File: src/rtl/fbs_pkg.sv
// Purpose: shared constants and types of the fieldbus status flag block
// Assumes: 25 MHz system clock
// Notes:   times kept in their own unit, cycle counts derived here
package fbs_pkg;

    localparam int unsigned CLK_HZ          = 25_000_000;
    localparam int unsigned BACKOFF_TIME_MS = 5000;
    localparam int unsigned BACKOFF_CYCLES  = BACKOFF_TIME_MS * (CLK_HZ / 1000);

    localparam int unsigned SLAVE_COUNT     = 127;

    localparam int unsigned FLAG_OFF_POS    = 0;
    localparam int unsigned FLAG_HALTED_POS = 1;
    localparam int unsigned FLAG_HELD_POS   = 2;
    localparam int unsigned FLAG_RUN_POS    = 3;
    localparam int unsigned FLAG_W          = 4;

    localparam logic [3:0]  FLAGS_RST       = 4'h1;
    localparam logic        BIT_RST         = 1'b0;

    typedef enum logic [1:0] {
        BUS_OFF,
        BUS_HALTED,
        BUS_HELD,
        BUS_RUN
    } fbs_bus_state_t;

    localparam fbs_bus_state_t BUS_STATE_RST = BUS_OFF;

    // one-hot view of the bus state
    function automatic logic [FLAG_W-1:0] fbs_state_flags(input fbs_bus_state_t st);
        logic [FLAG_W-1:0] f;
        f = '0;
        unique case (st)
            BUS_OFF:    f[FLAG_OFF_POS]    = 1'b1;
            BUS_HALTED: f[FLAG_HALTED_POS] = 1'b1;
            BUS_HELD:   f[FLAG_HELD_POS]   = 1'b1;
            BUS_RUN:    f[FLAG_RUN_POS]    = 1'b1;
        endcase
        return f;
    endfunction

endpackage

File: src/rtl/fbs_backoff_if.sv
// Purpose: carrier between the flag bank and its back-off timer
// Assumes: single clock domain
// Notes:   conflict is a one-cycle pulse
`timescale 1ns/1ps
`default_nettype none
interface fbs_backoff_if;
    logic en;
    logic conflict;
    logic active;
    logic active_nxt;

    modport ctl
    (
        output en,
        output conflict,
        input  active,
        input  active_nxt
    );

    modport tmr
    (
        input  en,
        input  conflict,
        output active,
        output active_nxt
    );
endinterface
`default_nettype wire

File: src/rtl/fbs_status_flags.sv
// Purpose: fieldbus master status flag bank with bus-state gating
// Assumes: net fault sense is an async pin; other inputs share clk_in
// Notes:   all outputs registered; flags aligned to the state register
//
// Functional notes
// Address conflict sets the conflict flag and starts back-off.
// Back-off silences the bus about five seconds, restarting on each conflict.
// Network fault flag follows the physical fault sense.
// Slave fault flag is one while any slave reports a fault.
// Off flag while bus state is off; no transmission then.
// Halted flag while halted; talks but exchanges no process data.
// Held flag while held; exchanges data but sends no outputs.
// Running flag while running; full process data exchange.
// Slave emulation flag reflects slave-mode configuration.
// Host running flag is one while host is in run mode.
// Host running flag is zero in program or fault mode.
// Exactly one of the four bus-state flags is set.
`timescale 1ns/1ps
`default_nettype none
module fbs_status_flags #(
    parameter int unsigned BACKOFF_CYC = fbs_pkg::BACKOFF_CYCLES,
    parameter int unsigned SLV_N       = fbs_pkg::SLAVE_COUNT
) (
    input  wire logic             clk_in,
    input  wire logic             rst_n_in,
    input  wire logic             clk_en_in,
    input  wire logic             addr_conflict_in,
    input  wire logic             net_fault_pin_in,
    input  wire logic [SLV_N-1:0] slave_err_in,
    input  wire logic [1:0]       bus_state_req_in,
    input  wire logic             slave_mode_cfg_in,
    input  wire logic             host_run_in,
    input  wire logic             host_fault_in,
    output logic                  station_address_conflict_out,
    output logic                  network_fault_flag_out,
    output logic                  slave_fault_flag_out,
    output logic                  bus_state_off_out,
    output logic                  bus_state_halted_out,
    output logic                  bus_state_outputs_held_out,
    output logic                  bus_state_running_out,
    output logic                  slave_emulation_active_out,
    output logic                  host_cpu_running_out,
    output logic                  tx_enable_out,
    output logic                  xchg_enable_out,
    output logic                  out_data_enable_out
);
    generate
        if (SLV_N < 1)
        begin : g_chk
            $error("at least one slave status line is needed");
        end
    endgenerate

    fbs_backoff_if bo ();

    fbs_pkg::fbs_bus_state_t      state_r;
    fbs_pkg::fbs_bus_state_t      state_nxt;
    logic [fbs_pkg::FLAG_W-1:0]   flags_r;
    logic [fbs_pkg::FLAG_W-1:0]   flags_nxt;
    logic                         net_s1_r;
    logic                         net_s2_r;
    logic                         net_fault_r;
    logic                         slave_fault_r;
    logic                         slave_emu_r;
    logic                         host_run_r;
    logic                         tx_en_r;
    logic                         tx_en_nxt;
    logic                         xchg_en_r;
    logic                         out_en_r;

    assign bo.en       = clk_en_in;
    assign bo.conflict = addr_conflict_in;

    fbs_backoff #(
        .BACKOFF_CYC (BACKOFF_CYC)
    ) u_backoff (
        .clk_in   (clk_in),
        .rst_n_in (rst_n_in),
        .bo       (bo)
    );

    assign state_nxt = clk_en_in ? fbs_pkg::fbs_bus_state_t'(bus_state_req_in) : state_r;
    assign flags_nxt = fbs_pkg::fbs_state_flags(state_nxt);

    // bus state register
    always_ff @(posedge clk_in or negedge rst_n_in)
    begin
        if (!rst_n_in)
            state_r <= fbs_pkg::BUS_STATE_RST;
        else
            state_r <= state_nxt;
    end

    // one-hot state flags
    always_ff @(posedge clk_in or negedge rst_n_in)
    begin
        if (!rst_n_in)
            flags_r <= fbs_pkg::FLAGS_RST;
        else
            flags_r <= flags_nxt;
    end

    // fault sense synchroniser
    always_ff @(posedge clk_in or negedge rst_n_in)
    begin
        if (!rst_n_in)
        begin
            net_s1_r <= fbs_pkg::BIT_RST;
            net_s2_r <= fbs_pkg::BIT_RST;
        end
        else if (clk_en_in)
        begin
            net_s1_r <= net_fault_pin_in;
            net_s2_r <= net_s1_r;
        end
    end

    // network fault level
    always_ff @(posedge clk_in or negedge rst_n_in)
    begin
        if (!rst_n_in)
            net_fault_r <= fbs_pkg::BIT_RST;
        else if (clk_en_in)
            net_fault_r <= net_s2_r;
    end

    // any slave faulted
    always_ff @(posedge clk_in or negedge rst_n_in)
    begin
        if (!rst_n_in)
            slave_fault_r <= fbs_pkg::BIT_RST;
        else if (clk_en_in)
            slave_fault_r <= |slave_err_in;
    end

    // slave emulation mode
    always_ff @(posedge clk_in or negedge rst_n_in)
    begin
        if (!rst_n_in)
            slave_emu_r <= fbs_pkg::BIT_RST;
        else if (clk_en_in)
            slave_emu_r <= slave_mode_cfg_in;
    end

    // host run, cleared on fault
    always_ff @(posedge clk_in or negedge rst_n_in)
    begin
        if (!rst_n_in)
            host_run_r <= fbs_pkg::BIT_RST;
        else if (clk_en_in)
            host_run_r <= host_run_in && !host_fault_in;
    end

    // silence when off or backing off
    assign tx_en_nxt = !flags_nxt[fbs_pkg::FLAG_OFF_POS] && !bo.active_nxt;

    always_ff @(posedge clk_in or negedge rst_n_in)
    begin
        if (!rst_n_in)
            tx_en_r <= fbs_pkg::BIT_RST;
        else
            tx_en_r <= tx_en_nxt;
    end

    // process data gating
    always_ff @(posedge clk_in or negedge rst_n_in)
    begin
        if (!rst_n_in)
        begin
            xchg_en_r <= fbs_pkg::BIT_RST;
            out_en_r  <= fbs_pkg::BIT_RST;
        end
        else
        begin
            xchg_en_r <= tx_en_nxt && (flags_nxt[fbs_pkg::FLAG_HELD_POS]
                                       || flags_nxt[fbs_pkg::FLAG_RUN_POS]);
            out_en_r  <= tx_en_nxt && flags_nxt[fbs_pkg::FLAG_RUN_POS];
        end
    end

    assign station_address_conflict_out = bo.active;
    assign network_fault_flag_out       = net_fault_r;
    assign slave_fault_flag_out         = slave_fault_r;
    assign bus_state_off_out            = flags_r[fbs_pkg::FLAG_OFF_POS];
    assign bus_state_halted_out         = flags_r[fbs_pkg::FLAG_HALTED_POS];
    assign bus_state_outputs_held_out   = flags_r[fbs_pkg::FLAG_HELD_POS];
    assign bus_state_running_out        = flags_r[fbs_pkg::FLAG_RUN_POS];
    assign slave_emulation_active_out   = slave_emu_r;
    assign host_cpu_running_out         = host_run_r;
    assign tx_enable_out                = tx_en_r;
    assign xchg_enable_out              = xchg_en_r;
    assign out_data_enable_out          = out_en_r;
endmodule
`default_nettype wire

File: src/rtl/fbs_backoff.sv
// Purpose: retriggerable silence timer after a station address conflict
// Assumes: conflict pulse from same-clock receive logic
// Notes:   each new conflict restarts the full interval
`timescale 1ns/1ps
`default_nettype none
module fbs_backoff #(
    parameter int unsigned BACKOFF_CYC = fbs_pkg::BACKOFF_CYCLES
) (
    input  wire logic clk_in,
    input  wire logic rst_n_in,
    fbs_backoff_if.tmr bo
);
    localparam int unsigned CNT_W = (BACKOFF_CYC > 1) ? $clog2(BACKOFF_CYC) : 1;
    localparam logic [CNT_W-1:0] CNT_LOAD = CNT_W'(BACKOFF_CYC - 1);

    generate
        if (BACKOFF_CYC < 2)
        begin : g_chk
            $error("back-off interval must be at least two cycles");
        end
    endgenerate

    logic [CNT_W-1:0] cnt_r;
    logic             active_r;
    logic             active_nxt;

    always_comb
    begin
        active_nxt = active_r;
        if (bo.en)
        begin
            if (bo.conflict)
                active_nxt = 1'b1;
            else if (active_r && cnt_r == '0)
                active_nxt = 1'b0;
        end
    end

    // enter back-off
    always_ff @(posedge clk_in or negedge rst_n_in)
    begin
        if (!rst_n_in)
            active_r <= fbs_pkg::BIT_RST;
        else
            active_r <= active_nxt;
    end

    // retriggered interval count
    always_ff @(posedge clk_in or negedge rst_n_in)
    begin
        if (!rst_n_in)
            cnt_r <= '0;
        else if (bo.en)
        begin
            if (bo.conflict)
                cnt_r <= CNT_LOAD;
            else if (active_r && cnt_r != '0)
                cnt_r <= cnt_r - CNT_W'(1);
        end
    end

    assign bo.active     = active_r;
    assign bo.active_nxt = active_nxt;
endmodule
`default_nettype wire

File: config.mk
export PLATFORM = sky130hd
export DESIGN_NAME = fbs_status_flags
export DESIGN_NICKNAME = d
export VERILOG_FILES = /design/src/rtl/fbs_pkg.sv /design/src/rtl/fbs_backoff_if.sv /design/src/rtl/fbs_status_flags.sv /design/src/rtl/fbs_backoff.sv
export SDC_FILE = /design/constraint.sdc
export NUM_CORES = 1
export LEC_CHECK = 0
export ABC_AREA = 1
export BUFFER_PORTS_ARGS = -buffer_cell sky130_fd_sc_hd__buf_2
export CAP_MARGIN = 10
export CORE_ASPECT_RATIO = 1.75
export CORE_MARGIN = 5
export CORE_UTILIZATION = 45
export DETAILED_ROUTE_END_ITERATION = 8
export MAX_ROUTING_LAYER = met4
export PLACE_DENSITY_LB_ADDON = 0.08
export SETUP_SLACK_MARGIN = 0.5
export SYNTH_ARGS = -nofsm -noshare
export SYNTH_HDL_FRONTEND = slang
export SYNTH_HIERARCHICAL = 1
export SYNTH_SLANG_ARGS = --single-unit
File: constraint.sdc
create_clock -name clk_in -period 2.2 [get_ports clk_in]
set_input_delay 0.33 -clock clk_in [delete_from_list [all_inputs] [get_ports clk_in]]
set_output_delay 0.33 -clock clk_in [all_outputs]
set_load 0.01 [all_outputs]
==> flow_summary.yaml <==
timing:
  fmax_ghz: 0.577
  setup_viol: 0
  fin_crit_ns: 1.73
  finalHoldViolCount: 0
  postLayoutSetupSlackWorst_ns: 0.467
  rsz0062_at_grt: "true"
  worstMarginPinSlew_ns: 0.620
  fin_worst_skew_ns: 0.00964
  slew_headroom: 0.587
  maxSlewViolCount: 0
  period_share: 0.788
  final.setup.tns_ns: 0
final_layout:
  syn_to_final_growth_pct: 44.7
  multi_input_area_um2: 1950
  fillers: 640
  diodes: 0
  seq_area_um2: 1100
  fin_nets: 807
  layout-drive-gt1-share: 0.369
floorplanning:
  num_rows: 39
  dieHeight_um: 119
  die_x_um: 72.3
  initial_core_util: 0.464
  die_area_um2: 8600
  core_area_um2: 6590
  io_pins: 149
worst_setup_path:
  cp_slowest_cell: "dfrtp_2"
  reg2reg_slack_ns: 0.47
  reg2reg_depth: 8
  endpoint_kind: "flop"
  path_common_cell: "nand2_1"
  path_cells: "nor2_4 > nand2_1 > nor2_1 > nand2_1 > nand2_1 > nand3_1 > nand3_1 > nand2_1"
  crit_cells: 8
  crit-reg2reg-launch: "u_backoff/cnt_r[8]"
  path_buf_inv: 0
  crit_required_ns: 2.38
  arrival_ns: 1.91
  crit_family: "simple AND/OR/NAND/NOR gates"
  worstSetupStartpointType: "flop"
  cpPeakStageDelay_ns: 0.46
  worstPathMaxFanout: 4
  r2r-end: "u_backoff/cnt_r[14]"
  crit_type: "reg2reg"
synthesis:
  netlist_area_um2: 3050
  syn_inst: 499
  synth-seq-cells: 43
  syn_nets: 637
  avgSynthCellArea_um2: 6.12
  synth.yosys.seq_area_share: 0.353
  yosysUniqueCellTypes: 31
  synth_warnings: 6
grt:
  grt_start_max_net_pins: 44
  grtUsageMet3: 0.0320
  grt_pass1_wl_um: 17100
  busiest_layer: "met2"
  grt_pass1_vias: 3806
  antenna_found_initial: 0
  use_met2: 0.467
  overflow: 0
  grt_use_total: 0.260
  use_met1: 0.262
placed_design:
  hpwl_um: 8620
  io_buffer_count: 148
  routabilityCongestion: 0.938
  place_ws_ns: 0.410
clock_tree:
  cts_tree: "built"
  insertion_delay_ns: 0.29
  h-tree-depth: 2
  cts_root_buf: "clkbuf_16"
  cts_hold_buf: 0
  cts_buffers: 5
  clk_pin_slew_worst_paths_ns: 0.06
  cts_num_sinks: 43
  clockBufferDepth: 2
power:
  power_leakage_nw: 2.28
  total_power_mw: 2.58
  ir_drop_uv: 412
  power_density_nw_per_um2: 585
detailed_routing:
  post_drt_wl_per_cell_um: 15.4
  vias: 3917
  drt_iter0_markers: 364
  drc: 0
  ant_nets: 0
  viasPerCell: 5.21
  routed_wl_um: 11600
  dr.pass1.iters: 5
outcome:
  status: "finished, final reports clean"
run:
  cap_viol_max_count: 0
hold_path:
  worstHoldPathType: "in2async"
-- synthesized netlist by cell type --
| master | instances | area share |
|---|---|---|
| a21oi_1 | 1 | 0.0016 |
| buf_1 | 1 | 0.0012 |
| buf_2 | 3 | 0.0049 |
| buf_4 | 2 | 0.0049 |
| buf_6 | 3 | 0.011 |
| clkbuf_1 | 3 | 0.0037 |
| clkinv_2 | 1 | 0.0016 |
| dfrtp_1 | 42 | 0.34 |
| dfstp_2 | 1 | 0.0086 |
| ha_1 | 1 | 0.0041 |
| inv_1 | 33 | 0.041 |
| inv_2 | 2 | 0.0025 |
| mux2_2 | 2 | 0.0074 |
| nand2_1 | 164 | 0.20 |
| nand2_2 | 3 | 0.0061 |
| nand2_4 | 1 | 0.0037 |
| nand2_8 | 1 | 0.0066 |
| nand3_1 | 52 | 0.085 |
| nand3b_1 | 5 | 0.012 |
| nand3b_4 | 1 | 0.0066 |
| nand4_1 | 10 | 0.020 |
| nor2_1 | 146 | 0.18 |
| nor2_2 | 3 | 0.0061 |
| nor2_4 | 1 | 0.0037 |
| nor3_1 | 2 | 0.0033 |
| o21ai_0 | 7 | 0.011 |
| o21ai_1 | 2 | 0.0033 |
| o22ai_1 | 1 | 0.0020 |
| or2_2 | 3 | 0.0061 |
| xnor2_1 | 1 | 0.0029 |
| xor2_1 | 1 | 0.0029 |
-- worst reg2reg max path: cells and delay by family, from the launching register on --
kind	cells	cell delay, ns
flops	1	0.46
simple gates	8	1.15
-- timing repair --
action / CTS / global route
pin swaps: 0 / 12
gates cloned: 2 / 4
setup endpoints to repair: 29 / 31
gates resized for setup: 7 / 60
setup buffers: 0 / 13
-- worst max-delay path by stage --
stage	from	end	slack [ns]
2_1_floorplan	u_backoff/cnt_r[1]	out_data_enable_out	0.51
3_3_place_gp	u_backoff/cnt_r[15]	out_data_enable_out	0.46
3_5_place_dp	u_backoff/cnt_r[15]	out_data_enable_out	0.41
4_1_cts	u_backoff/cnt_r[15]	out_data_enable_out	0.50
5_1_grt	u_backoff/cnt_r[10]	u_backoff/cnt_r[14]	0.41
6_report	u_backoff/cnt_r[8]	u_backoff/cnt_r[14]	0.47
-- per-stage QoR --
step | utilization | cells | hold slack, ns | area (um^2)
after floorplan | - | 499 | 0.0344 | 3070
after global routing | 0.671 | 752 | 0.171 | 4420
after CTS | 0.618 | 735 | 0.131 | 4070
after global placement | 0.591 | 725 | 0.438 | 3890
final | 0.671 | 752 | 0.102 | 4420
after detailed placement | 0.591 | 725 | 0.437 | 3890
-- placed cells by master, fill, tap and decap left out, types with 2 or more instances in the layout --
cell,count
nand4_1,10
nor2_4,13
inv_1,29
nand2_1,159
buf_6,2
dfrtp_1,27
nand3_1,52
nand3b_1,5
o21ai_1,3
dfrtp_2,15
clkbuf_16,7
mux2_2,2
o21ai_0,5
nor2_1,126
nor3_1,2
nor2_2,11
buf_4,20
inv_2,6
buf_2,148
nand2_2,5
nand2_8,2
or2_2,3
nand2_4,5
-- flip-flops by register name, summed over array words and instances (netlist names) --
register / cells
u_backoff/bo.active: 1
net_s1_r: 1
flags_r: 4
slave_fault_flag_out: 1
u_backoff/cnt_r: 27
host_cpu_running_out: 1
xchg_enable_out: 1
slave_emulation_active_out: 1
state_r: 2
tx_enable_out: 1
net_s2_r: 1
network_fault_flag_out: 1
out_data_enable_out: 1
-- cell families (layout without fill, tap and decap cells) --
group	Yosys count	count (layout)	synth area share
AND/OR/NAND/NOR	392	394	0.541
buffers and inverters	48	217	0.0705
flip-flops	43	43	0.353
AO/OA/AOI/OAI	11	11	0.0184
XOR/XNOR	2	2	0.00574
multiplexers	2	2	0.00737
adder cells (fa/ha/maj)	1	1	0.00410
-- area by class of cell --
class                   instances  share of cell area
clock buffers                   6              0.0292
clock inverters                 2             0.00283
inverters                      36              0.0317
multi-input cells             410               0.442
flip-flops and latches         43               0.248
well taps                      82              0.0232
repair buffers                173               0.223
-- power by group --
| part | internal, mW | total, mW | switching [mW] |
|---|---|---|---|
| Sequential | 0.891 | 1.01 | 0.123 |
| Clock | 0.419 | 0.716 | 0.298 |
| Combinational | 0.368 | 0.853 | 0.485 |
-- layer usage --
layer,routed length [um],up-vias
li1,-,1898
met3,845,66
met2,6180,236
met1,3790,1717
met4,756,0
met5,0,-
No activity file was read; power rests on OpenSTA's default activity.
